===== src/rtl/fbn_pkg.sv =====
// shared constants for the fieldbus node start-up and mapping block
package fbn_pkg;

   // timing
   localparam int CLK_NS = 100;
   localparam int BLINK_NS = 250_000_000;
   localparam int BLINK_CYC = BLINK_NS / CLK_NS;
   localparam int SYNC_STAGES = 2;

   // switch positions (switch n is bit n-1)
   localparam int SW_BAUD_125 = 2;
   localparam int SW_STORE = 7;
   localparam logic [2:0] BAUD_125K = 3'h3;
   localparam logic [2:0] BAUD_RST = 3'h0;

   // fixed CAN identifiers
   localparam logic [10:0] ID_NMT = 11'h000;
   localparam logic [10:0] ID_SYNC = 11'h080;
   localparam logic [10:0] ID_SDO_RX = 11'h600;
   localparam logic [10:0] ID_SDO_TX = 11'h580;
   localparam logic [10:0] ID_TPDO2 = 11'h280;

   // NMT command specifiers
   localparam logic [7:0] NMT_START = 8'h01;
   localparam logic [7:0] NMT_PREOP = 8'h80;

   // SDO command bytes
   localparam logic [7:0] SDO_WR4 = 8'h23;
   localparam logic [7:0] SDO_WR2 = 8'h2B;
   localparam logic [7:0] SDO_WR1 = 8'h2F;
   localparam logic [7:0] SDO_ACK = 8'h60;
   localparam logic [7:0] SDO_ABORT = 8'h80;
   localparam logic [31:0] ABORT_STATE = 32'h0800_0022;
   localparam logic [31:0] ABORT_OBJ = 32'h0602_0000;
   localparam logic [31:0] ABORT_MAP = 32'h0604_0042;

   // object dictionary
   localparam logic [15:0] OBJ_AIN_EN = 16'h6423;
   localparam logic [15:0] OBJ_TPDO2_COM = 16'h1801;
   localparam logic [15:0] OBJ_TPDO2_MAP = 16'h1A01;
   localparam logic [15:0] OBJ_AIN = 16'h2400;
   localparam logic [15:0] OBJ_DIN = 16'h2000;
   localparam logic [7:0] LEN_AIN = 8'h10;
   localparam logic [7:0] LEN_DIN = 8'h08;
   localparam int PDO_MAX_BITS = 64;
   localparam int MAP_ENTRIES = 8;
   localparam logic [31:0] COB_INVALID = 32'h8000_0000;

   // reset values
   localparam logic [7:0] TTYPE_RST = 8'hFF;
   localparam logic [3:0] MAPCNT_RST = 4'h0;

   // APB register byte offsets
   localparam logic [7:0] A_CTRL = 8'h00;
   localparam logic [7:0] A_STATUS = 8'h04;
   localparam logic [7:0] A_COBID = 8'h08;
   localparam logic [7:0] A_PDOCFG = 8'h0C;
   localparam logic [7:0] A_AIN_SNAP = 8'h10;

   typedef enum logic [2:0] {
      ST_POR,
      ST_BAUD,
      ST_INIT,
      ST_PREOP,
      ST_OP
   } fbn_state_e;

endpackage : fbn_pkg


===== src/rtl/fbn_startup.sv =====
// start-up, NMT state machine and SDO object handling of a CANopen coupler node
`timescale 1ns/1ps
`default_nettype none

////////////////////////////////////////////////////////////////////////////////
// Overview of operation
// - all switches off at power-up enters baud check-and-set mode
// - baud mode blinks the current bit rate on upper indicators
// - any switch on at power-up: switches become node identifier
// - switch 3 on in baud mode selects 125 kB, shown blinking
// - switch 8 also on stores the selected rate persistently
// - switches are sampled at power-up; switch 1 alone gives node 1
// - power-up enters initialization, builds image, loads default map unless stored
// - fault-free initialization moves on its own to pre-operational
// - SDO accesses accepted in pre-operational and operational
// - start-remote-node moves pre-operational to operational, PDOs begin
// - analog transmit enable 0x6423 resets false; no analog data in PDOs
// - while disabled analog data is captured once, never updated
// - writing 1 to 0x6423 enables analog PDOs once operational
// - mapping changes only in pre-operational; enter-preop command returns there
// - master invalidates PDO via 0x80000000 to 0x1801 sub 1 first
// - master then zeroes entry count at 0x1A01 sub 0
// - entries hold index, sub-index, bit length; total at most 8 bytes
// - lengths in bits: 0x10 analog channel, 0x08 digital group
// - SDO requests on 0x600+node, answers on 0x580+node
// - expedited write 0x23 answered 0x60 with echoed index, sub-index
// - transmission type 3 sends on every third SYNC
// - valid identifier to com sub 1 sets identifier and revalidates PDO
module fbn_startup #(
   parameter int NAIN = 8,
   parameter int NDIN = 4,
   parameter int BLINK_CYC = fbn_pkg::BLINK_CYC
) (
   input wire logic pclk,
   input wire logic presetn,
   input wire logic clk_en,
   input wire logic psel,
   input wire logic penable,
   input wire logic pwrite,
   input wire logic [7:0] paddr,
   input wire logic [31:0] pwdata,
   output logic [31:0] prdata,
   output logic pready,
   output logic pslverr,
   input wire logic [7:0] dip_sw,
   input wire logic [2:0] baud_nv,
   input wire logic pi_ready,
   input wire logic pi_fault,
   input wire logic cfg_stored,
   input wire logic [NAIN*16-1:0] ain_in,
   input wire logic [NDIN*8-1:0] din_in,
   input wire logic rx_valid,
   input wire logic [10:0] rx_id,
   input wire logic [63:0] rx_data,
   output logic tx_valid,
   output logic [10:0] tx_id,
   output logic [3:0] tx_dlc,
   output logic [63:0] tx_data,
   output logic [3:0] led_upper,
   output logic [2:0] baud_sel,
   output logic baud_store,
   output logic [6:0] node_id,
   output logic [2:0] nmt_state
);

   // all block state, registered in one place
   typedef struct packed {
      logic [7:0] sw_m;
      logic [7:0] sw_s;
      logic [1:0] por_cnt;
      fbn_pkg::fbn_state_e st;
      logic [6:0] node;
      logic [2:0] baud;
      logic baud_done;
      logic [31:0] blink_cnt;
      logic blink;
      logic [3:0] led;
      logic store;
      logic ain_en;
      logic snap_done;
      logic [NAIN-1:0][15:0] ain;
      logic [31:0] cob;
      logic [7:0] ttype;
      logic [15:0] inhibit;
      logic [3:0] map_cnt;
      logic [fbn_pkg::MAP_ENTRIES-1:0][31:0] map;
      logic [7:0] sync_cnt;
      logic pdo_pend;
      logic tx_v;
      logic [10:0] tx_i;
      logic [3:0] tx_l;
      logic [63:0] tx_d;
      logic pready;
      logic pslverr;
      logic [31:0] prdata;
   } fbn_reg_s;

   fbn_reg_s q;
   fbn_reg_s d;

   // decode helpers, driven by the two comb processes
   logic [63:0] pay;
   logic [6:0] off;
   logic ana_mapped;
   logic [7:0] cmd;
   logic [15:0] idx;
   logic [7:0] sub;
   logic [31:0] val;
   logic sdo_hit;
   logic sdo_ok;
   logic [31:0] abort;
   logic [7:0] bits;
   logic [31:0] ent;

   ////////////////////////////////////////////////////////////////////////////
   // payload of the transmit PDO from the current mapping
   always_comb begin
      pay = '0;
      off = '0;
      ana_mapped = 1'b0;
      // entries packed lsb first in order
      for (int i = 0; i < fbn_pkg::MAP_ENTRIES; i++) begin
         ent = q.map[i];
         if (4'(i) < q.map_cnt) begin
            if (ent[31:16] == fbn_pkg::OBJ_AIN) begin
               pay = pay | (64'(q.ain[ent[15:8] - 8'h01]) << off);
               ana_mapped = 1'b1;
            end else begin
               pay = pay | (64'(din_in[(ent[15:8] - 8'h01) * 8 +: 8]) << off);
            end
            off = off + ent[6:0];
         end
      end
   end

   ////////////////////////////////////////////////////////////////////////////
   // next-state logic
   always_comb begin
      d = q;
      cmd = rx_data[7:0];
      idx = rx_data[23:8];
      sub = rx_data[31:24];
      val = rx_data[63:32];
      sdo_ok = 1'b0;
      abort = fbn_pkg::ABORT_OBJ;
      bits = '0;
      // narrow expedited writes zero the unused bytes
      if (cmd == fbn_pkg::SDO_WR2) begin
         val = {16'h0000, rx_data[47:32]};
      end else if (cmd == fbn_pkg::SDO_WR1) begin
         val = {24'h000000, rx_data[39:32]};
      end
      // own sdo request identifier, valid states only
      sdo_hit = rx_valid && (rx_id == fbn_pkg::ID_SDO_RX + 11'(q.node)) && (q.node != 7'h00)
         && (q.st == fbn_pkg::ST_PREOP || q.st == fbn_pkg::ST_OP);

      // two-stage sync of the switch pins
      d.sw_m = dip_sw;
      d.sw_s = q.sw_m;
      // one-cycle strobes
      d.tx_v = 1'b0;
      d.store = 1'b0;

      case (q.st)
         fbn_pkg::ST_POR: begin
            // wait for the switch sync to settle
            d.por_cnt = q.por_cnt + 2'h1;
            if (q.por_cnt == 2'(fbn_pkg::SYNC_STAGES)) begin
               d.baud = baud_nv;
               d.node = q.sw_s[6:0];
               if (q.sw_s == 8'h00) begin
                  d.st = fbn_pkg::ST_BAUD;
               end else begin
                  d.st = fbn_pkg::ST_INIT;
               end
            end
         end
         fbn_pkg::ST_BAUD: begin
            // only the first selection counts until reset
            if (q.sw_s[fbn_pkg::SW_BAUD_125] && !q.baud_done) begin
               d.baud = fbn_pkg::BAUD_125K;
            end
            if (q.sw_s[fbn_pkg::SW_STORE] && !q.baud_done) begin
               d.store = 1'b1;
               d.baud_done = 1'b1;
            end
            // half-period blink counter
            d.blink_cnt = q.blink_cnt + 32'h1;
            if (q.blink_cnt >= 32'(BLINK_CYC - 1)) begin
               d.blink_cnt = '0;
               d.blink = !q.blink;
            end
            d.led = q.blink ? {1'b1, q.baud} : 4'h0;
         end
         fbn_pkg::ST_INIT: begin
            // default mapping unless a stored config exists
            if (!cfg_stored) begin
               d.cob = {21'h000000, fbn_pkg::ID_TPDO2 + 11'(q.node)};
               d.ttype = fbn_pkg::TTYPE_RST;
               d.map_cnt = fbn_pkg::MAPCNT_RST;
            end
            if (pi_ready && !pi_fault) begin
               d.ain = ain_in;
               d.snap_done = 1'b1;
               d.st = fbn_pkg::ST_PREOP;
            end
         end
         fbn_pkg::ST_PREOP, fbn_pkg::ST_OP: begin
            d.led = {q.st == fbn_pkg::ST_OP, 3'h0};
            // nmt frames, broadcast or own node
            if (rx_valid && rx_id == fbn_pkg::ID_NMT
                && (rx_data[15:8] == 8'h00 || rx_data[14:8] == q.node)) begin
               if (cmd == fbn_pkg::NMT_START) begin
                  d.st = fbn_pkg::ST_OP;
                  d.sync_cnt = '0;
               end else if (cmd == fbn_pkg::NMT_PREOP) begin
                  d.st = fbn_pkg::ST_PREOP;
                  d.pdo_pend = 1'b0;
               end
            end
            // sync counting only with a valid pdo
            if (rx_valid && rx_id == fbn_pkg::ID_SYNC && q.st == fbn_pkg::ST_OP
                && !q.cob[31] && q.ttype != 8'h00 && q.ttype <= 8'd240) begin
               d.sync_cnt = q.sync_cnt + 8'h01;
               if (q.sync_cnt + 8'h01 >= q.ttype) begin
                  d.sync_cnt = '0;
                  d.pdo_pend = !(ana_mapped && !q.ain_en);
               end
            end
         end
         default: begin
            d.st = fbn_pkg::ST_POR;
         end
      endcase

      // live analog data only while enabled
      if (q.ain_en && q.snap_done) begin
         d.ain = ain_in;
      end

      // SDO expedited write decode
      if (sdo_hit) begin
         if (cmd == fbn_pkg::SDO_WR4 || cmd == fbn_pkg::SDO_WR2 || cmd == fbn_pkg::SDO_WR1) begin
            if (idx == fbn_pkg::OBJ_AIN_EN && sub == 8'h00) begin
               d.ain_en = val[0];
               sdo_ok = 1'b1;
            end else if (idx == fbn_pkg::OBJ_TPDO2_COM) begin
               if (sub == 8'h01) begin
                  d.cob = val;
                  sdo_ok = 1'b1;
               end else if (sub == 8'h02) begin
                  d.ttype = val[7:0];
                  sdo_ok = 1'b1;
               end else if (sub == 8'h03) begin
                  d.inhibit = val[15:0];
                  sdo_ok = 1'b1;
               end
            end else if (idx == fbn_pkg::OBJ_TPDO2_MAP) begin
               if (q.st != fbn_pkg::ST_PREOP || !q.cob[31]) begin
                  abort = fbn_pkg::ABORT_STATE;
               end else if (sub == 8'h00) begin
                  // sum of the bit lengths being enabled
                  for (int i = 0; i < fbn_pkg::MAP_ENTRIES; i++) begin
                     if (i < int'(val[3:0])) begin
                        bits = bits + q.map[i][7:0];
                     end
                  end
                  if (val[7:0] <= 8'(fbn_pkg::MAP_ENTRIES) && int'(bits) <= fbn_pkg::PDO_MAX_BITS) begin
                     d.map_cnt = val[3:0];
                     sdo_ok = 1'b1;
                  end else begin
                     abort = fbn_pkg::ABORT_MAP;
                  end
               end else if (sub <= 8'(fbn_pkg::MAP_ENTRIES) && q.map_cnt == 4'h0) begin
                  // entries editable only with count zero
                  if ((val[31:16] == fbn_pkg::OBJ_AIN && val[7:0] == fbn_pkg::LEN_AIN
                       && val[15:8] != 8'h00 && val[15:8] <= 8'(NAIN))
                      || (val[31:16] == fbn_pkg::OBJ_DIN && val[7:0] == fbn_pkg::LEN_DIN
                       && val[15:8] != 8'h00 && val[15:8] <= 8'(NDIN))) begin
                     d.map[sub[2:0] - 3'h1] = val;
                     sdo_ok = 1'b1;
                  end else begin
                     abort = fbn_pkg::ABORT_MAP;
                  end
               end else begin
                  abort = fbn_pkg::ABORT_STATE;
               end
            end
         end
         // sdo reply beats a pending pdo
         d.tx_v = 1'b1;
         d.tx_i = fbn_pkg::ID_SDO_TX + 11'(q.node);
         d.tx_l = 4'h8;
         if (sdo_ok) begin
            d.tx_d = {32'h00000000, sub, idx, fbn_pkg::SDO_ACK};
         end else begin
            // abort carries the code chosen above
            d.tx_d = {abort, sub, idx, fbn_pkg::SDO_ABORT};
         end
      end else if (q.pdo_pend) begin
         // pdo frame from the live mapping
         d.pdo_pend = 1'b0;
         d.tx_v = 1'b1;
         d.tx_i = q.cob[10:0];
         d.tx_l = 4'(off >> 3);
         d.tx_d = pay;
      end


      ////////////////////////////////////////////////////////////////////////
      // apb slave, zero wait states, reply prepared in the setup cycle
      d.pready = psel && !penable;
      d.pslverr = 1'b0;
      d.prdata = '0;
      if (psel && !penable) begin
         case (paddr)
            fbn_pkg::A_CTRL: d.prdata = {31'h0, q.ain_en};
            fbn_pkg::A_STATUS: d.prdata = {12'h000, q.baud_done, q.baud, 1'b0, q.node, q.map_cnt, 1'b0, q.st};
            fbn_pkg::A_COBID: d.prdata = q.cob;
            fbn_pkg::A_PDOCFG: d.prdata = {q.inhibit, q.ttype, q.sync_cnt};
            fbn_pkg::A_AIN_SNAP: d.prdata = {16'h0000, q.ain[0]};
            default: d.pslverr = 1'b1;
         endcase
      end
      if (psel && penable && pwrite && q.pready && paddr == fbn_pkg::A_CTRL && !sdo_hit) begin
         d.ain_en = pwdata[0];
      end

      // clock enable low holds every bit
      if (!clk_en) begin
         d = q;
      end
   end

   ////////////////////////////////////////////////////////////////////////////
   // state register
   always_ff @(posedge pclk or negedge presetn) begin
      if (!presetn) begin
         // reset values of the object dictionary
         q <= '0;
         q.st <= fbn_pkg::ST_POR;
         q.baud <= fbn_pkg::BAUD_RST;
         q.ain_en <= 1'b0;
         q.cob <= fbn_pkg::COB_INVALID;
         q.ttype <= fbn_pkg::TTYPE_RST;
         q.map_cnt <= fbn_pkg::MAPCNT_RST;
      end else begin
         q <= d;
      end
   end

   ////////////////////////////////////////////////////////////////////////////
   // outputs straight from the state register
   assign prdata = q.prdata;
   assign pready = q.pready;
   assign pslverr = q.pslverr;
   assign tx_valid = q.tx_v;
   assign tx_id = q.tx_i;
   assign tx_dlc = q.tx_l;
   assign tx_data = q.tx_d;
   assign led_upper = q.led;
   assign baud_sel = q.baud;
   assign baud_store = q.store;
   assign node_id = q.node;
   assign nmt_state = q.st;

endmodule : fbn_startup

`default_nettype wire


===== config.mk =====
export PLATFORM = sky130hd
export DESIGN_NAME = fbn_startup
export DESIGN_NICKNAME = d
export VERILOG_FILES = /design/src/rtl/fbn_pkg.sv /design/src/rtl/fbn_startup.sv
export SDC_FILE = /design/constraint.sdc
export NUM_CORES = 2
export LEC_CHECK = 0
export ABC_AREA = 1
export BUFFER_PORTS_ARGS = -buffer_cell sky130_fd_sc_hd__buf_2
export CAP_MARGIN = 40
export CORE_MARGIN = 4
export CORE_UTILIZATION = 30
export CTS_BUF_LIST = sky130_fd_sc_hd__clkbuf_8
export DETAILED_ROUTE_END_ITERATION = 6
export REMOVE_ABC_BUFFERS = 1
export SYNTH_ARGS = -nofsm -noshare
export SYNTH_HDL_FRONTEND = slang
export SYNTH_SLANG_ARGS = --single-unit

===== constraint.sdc =====
create_clock -name pclk -period 19.49 [get_ports pclk]
set_input_delay 1.949 -clock pclk [delete_from_list [all_inputs] [get_ports pclk]]
set_output_delay 1.949 -clock pclk [all_outputs]
set_load 0.05 [all_outputs]

# Word-level counts from Yosys, hierarchy flattened
# Index checks and enable logic that the tools add are counted.
# totals
regBits,639
inputBits,296
out_inout_bits,132
wordCells,481
# op_classes
addsub,37
n_lt_le_gt_ge,34
n_eq_ne,41
shifts,22
n_mux,202
bitwise,21
n_reduce_logical,82
# ops
operator,count
64-bit 2-to-1 mux,16
316-bit 2-to-1 mux,3
64-bit OR,14
260-bit 2-to-1 mux,3
256-bit 2-to-1 mux,3
8-bit 2-to-1 mux,66
16-bit by 7-bit left shift with 64-bit output,7
8-bit by 7-bit left shift with 64-bit output,7
16-bit binary-select mux with 3-bit select,8
32-bit 2-to-1 mux,11
32-bit by 33-bit indexed part select with 8-bit output,8
256-bit bitwise mux,1
128-bit 2-to-1 mux,2
16-bit 2-to-1 mux,11
168-bit 2-to-1 mux,1
"16-bit by 14-bit equality test with 1-bit output, second input constant",10
32-bit case mux with 5 select lines,1
32-bit demux with 3-bit select,1
81-bit 2-to-1 mux,1
80-bit 2-to-1 mux,1
"8-bit by 1-bit subtractor with 9-bit output, second input constant",8
33-bit 2-to-1 mux,2
"8-bit by 4-bit less-than comparator with 1-bit output, second input constant",8
"8-bit by 1-bit subtractor with 8-bit output, second input constant",8
72 further kinds,238

# Longest topological paths before layout
# depth
depth_word,87
depth_mapped,67
depth_no_buf,66

# Worst setup path before layout
# Ideal clock, no wire load.
# synth_timing
path_kind,reg2reg
from,reg q[382] (netlist name)
to,"reg q, in the netlist tx_dlc[3]"
setup_time_ns,0.077
t_arrival_ns,10.203
required_ns,19.413
slack_ns,9.209
stages_incl_launch_ff,60
path_buffers,11
synth_period_minus_slack_ns,10.281
cell_sequence,dfrtp_1 -> buf_6 -> nor2_8 -> nand2_4 -> buf_6 -> nand2_1 -> inv_2 -> buf_2 -> ha_1 -> fa_1 -> xor2_1 -> nand2_1 -> o21ai_2 -> buf_2 -> buf_1 -> ha_1 -> xnor2_1 -> or2_2 -> [24 not listed] -> nand2_1 -> nor2_1 -> a211oi_1 -> nand2_1 -> nand3b_1 -> a21boi_1 -> inv_1 -> buf_4 -> ha_1 -> nand2_1 -> inv_1 -> a221oi_1 -> nand3_1 -> nand2_1 -> nor2_1 -> a21oi_1 -> o21ai_0 -> a21oi_1
# synth_via
elab_chain_cells,18
elab_cells_between_ends,25
cone_classes,add/sub (7); order compare (8); mux (10)
# synth_rtl
item,line_no,source
"start, declared",fbn_startup.sv:98,fbn_reg_s q;
1-bit by 4-bit less-than comparator with 1-bit output,fbn_startup.sv:124,if (4'(i) < q.map_cnt) begin
7-bit 2-to-1 mux,fbn_startup.sv:124,
7-bit adder,fbn_startup.sv:131,off = off + ent[6:0];
7-bit 2-to-1 mux,fbn_startup.sv:124,
7-bit adder,fbn_startup.sv:131,
7-bit 2-to-1 mux,fbn_startup.sv:124,
7-bit adder,fbn_startup.sv:131,
7-bit 2-to-1 mux,fbn_startup.sv:124,
[2 not listed],--,
7-bit adder,fbn_startup.sv:131,
7-bit 2-to-1 mux,fbn_startup.sv:124,
7-bit adder,fbn_startup.sv:131,
7-bit 2-to-1 mux,fbn_startup.sv:124,
7-bit adder,fbn_startup.sv:131,
7-bit 2-to-1 mux *,fbn_startup.sv:124,
81-bit 2-to-1 mux *,fbn_startup.sv:300,end else if (q.pdo_pend) begin
80-bit 2-to-1 mux *,fbn_startup.sv:242,if (sdo_hit) begin
# Every way passes the cells marked *; elsewhere a longest branch is shown, timed or not. The select of a mux whose other input is x is not followed.
# A chain may end at the register's enable or synchronous reset.

# Worst setup path in the final report
# layout_timing
from,reg q[382] (netlist name)
to,"reg q, in the netlist tx_data[44]"
# layout_via
elab_chain_cells,26
elab_cells_between_ends,83
cone_classes,add/sub (6); order compare (8); shift (14); mux (39); bitwise (14); reduce/logical (2)
# layout_rtl
item,line_no
branches (longest 25 deep; another with 7-bit adder),--
80-bit 2-to-1 mux *,fbn_startup.sv:242
# Every way passes the cells marked *. The select of a mux whose other input is x is not followed.

==> impl_metrics.tcl <==
set metrics [dict create \
    io_buffer_count 396 \
    synth_seq_cells 607 \
    num_io_pins 428 \
    crit_fanout 35 \
    syn_to_final_growth_pct 11.3 \
    syn_area_um2 57700 \
    synth_top_family_by_area "simple AND/OR/NAND/NOR gates" \
    grt_pass1_vias 63879 \
    layout_setup_ws_ns 5.85 \
    cp_data_required_time_ns 20.33 \
    worst_pin_slew_ns 1.02 \
    setup_violations 0 \
    initialDrtViolationCount 9823 \
    cpMaxStageDelayCell "nor2_4" \
    max_cap_viol_count 0 \
    cts.clk_slew.worst_paths_ns 0.06 \
    crit_top_cell "nand2_1" \
    fin_crit_ns 13.64 \
    fin_skew_ns 0.0634 \
    hpwl_um 261000 \
    whs_ns 0.465 \
    holdCritPathClass "flip-flop to flip-flop" \
    ant_nets 0 \
    synth_top_area_share_pct 25.9 \
    coreArea_um2 191000 \
    ys_warn_count 0 \
    drc_errors 4 \
    p_leak_uw 0.0309 \
    drive_above_1_share_pct 10.5 \
    synth_xor_area_share_pct 0.863 \
    synth_compound_area_share_pct 20.8 \
    synth.most_common_cell "nand2_1" \
    fin_crit_sh_pct 70.0 \
    synthMuxAreaShare_pct 0.0542 \
    post_dp_cell_area_um2 61400 \
    finalHoldViolations 0 \
    htreeDepth 3 \
    yosys.area_share.simple_pct 37.2 \
    cts_resized 0 \
    grt_max_degree 158 \
    synth-main-ff-cell "dfrtp_1" \
    grt_pass1_wl_um 466000 \
    nNetsFinal 9960 \
    grt_usage_pct 32.2 \
    grt_overflow_total 0 \
    synth-async-reset-ratio_pct 100 \
    start_kind "flip-flop" \
    cts.sinks 607 \
    fmax_mhz 73.3 \
    slew_headroom_pct 31.8 \
    clk_latency_ns 0.92 \
    power_density_nw_per_um2 178 \
    yosys.area.top_type "dfrtp_1" \
    yosys-top-cells-area "dfrtp_1 26%, nand2_1 16%, nand3_1 11%" \
    dieArea_um2 199000 \
    synth-edff-count 0 \
    rsz0062_at_grt "false" \
    ir_drop_uv 153 \
    crit_path_end_kind "flip-flop" \
    cp_data_arrival_time_ns 14.48 \
    syn_avg_cell_area_um2 6.04 \
    syn_inst 9554 \
    fin_tns_setup_ns 0 \
    antenna_found_initial 30 \
    wl_per_cell_um 27.4 \
    cts-root-buf "clkbuf_8" \
    synth_cell_types 77 \
    first_pass_iters 7 \
    slew_viol_final 0 \
    viasPerCell 5.72 \
    yosysSeqAreaShare_pct 26.3 \
    violations "design-rule violations" \
    initial_core_util_pct 30.2 \
    synth_commonest_cells "2415 x nand2_1, 1308 x nand3_1, 1030 x o21ai_0, 809 x inv_1, 785 x a21oi_1" \
    postCtsSetupRepairBufs 0 \
    rows 160 \
    postLayoutCoreUtil_pct 33.7 \
    routabilityCongestion 1.06 \
    status "complete, but fails checks" \
    timing_worst_setup_path_type "flip-flop to flip-flop" \
    vias 69562 \
    cpPeakStageDelay_ns 0.71 \
    post-route-cell-area_um2 64200 \
    synthAdderAreaFrac_pct 2.97 \
    cts_max_path_buffers 3 \
    drt-total-wl_um 333000 \
    ctsHoldBuffers 0 \
    detailedPlace.worstSlack_ns 6.10 \
    die_height_um 447 \
    die_width_um 447 \
    cts_tree "yes" \
    cts_made_buffers 115 \
]
==> critical path: cells and delay by family, from the launching register on <==
family,cells,cell delay (ns)
AND/OR/NAND/NOR,31,5.43
buffers and inverters,12,3.61
adder cells (fa/ha/maj),6,2.69
XOR/XNOR,4,0.62
flip-flops,1,0.60
AO/OA/AOI/OAI,3,0.48
==> per-stage QoR <==
stage / total power, uW / instances
5_1_grt: 12200 / 12149
3_3_place_gp: 9640 / 11878
4_1_cts: 11300 / 12139
2_1_floorplan: 6440 / 8825
6_report: 11500 / 12157
3_5_place_dp: 9700 / 11925
==> final timing paths <==
check | from | endpoint | slack (ns) | cells past startpoint
worst max-delay path | q[382] | tx_data[44] | 5.85 | 56
worst min-delay path | q[635] | q[627] | 0.47 | 2
worst max register to register | q[382] | tx_data[44] | 5.85 | 56
worst min register to register | q[635] | q[627] | 0.47 | 2
max in group asynchronous | presetn | async pin | 16.20 | 3
min in group asynchronous | presetn | q[580] | 1.03 | 1
==> kinds of logic after synthesis <==
family	Yosys count
simple gates	4918
compound gates	2241
buf+inv	1600
flops	607
fa+ha+maj	129
xor+xnor	56
mux	3
==> area by class of cell <==
cell class                 count  area [um2]
clock buffer                 147        2020
antenna                       14        35.0
inverter                     871        3270
clock inverter                67         747
multi-input combinational   7347       35900
sequential                   607       15200
tap                         2511        3140
timing repair buffer         593        3890
fill                       21228      127000
==> layout by cell type (no fill, tap or decap), types with 70 or more instances in the layout <==
cell,count
buf_2,405
nor3_1,108
clkbuf_8,147
nand3_1,1308
nor2_1,701
ha_1,116
a21oi_1,784
nand4_1,170
dfrtp_1,590
inv_1,821
nand2_1,2408
o211ai_1,95
o21ai_0,1028
buf_4,157
o22ai_1,70
o21ai_1,106
==> power breakdown <==
part	leakage (uW)	internal (uW)	switching [uW]
clock	0.00148	874	642
sequential	0.00714	1390	146
combinational	0.0223	2010	6390
total	0.0309	4280	7180
==> layer usage <==
| layer | vias up | part of all wire (%) | GRT usage (%) |
|---|---|---|---|
| li1 | 31903 | - | - |
| met1 | 33051 | 41 | 42.8 |
| met2 | 3800 | 41 | 46.7 |
| met3 | 790 | 9.7 | 7.06 |
| met4 | 18 | 7.8 | 20.8 |
| met5 | - | 0.039 | 0 |
No activity file was read; power rests on OpenSTA's default activity.
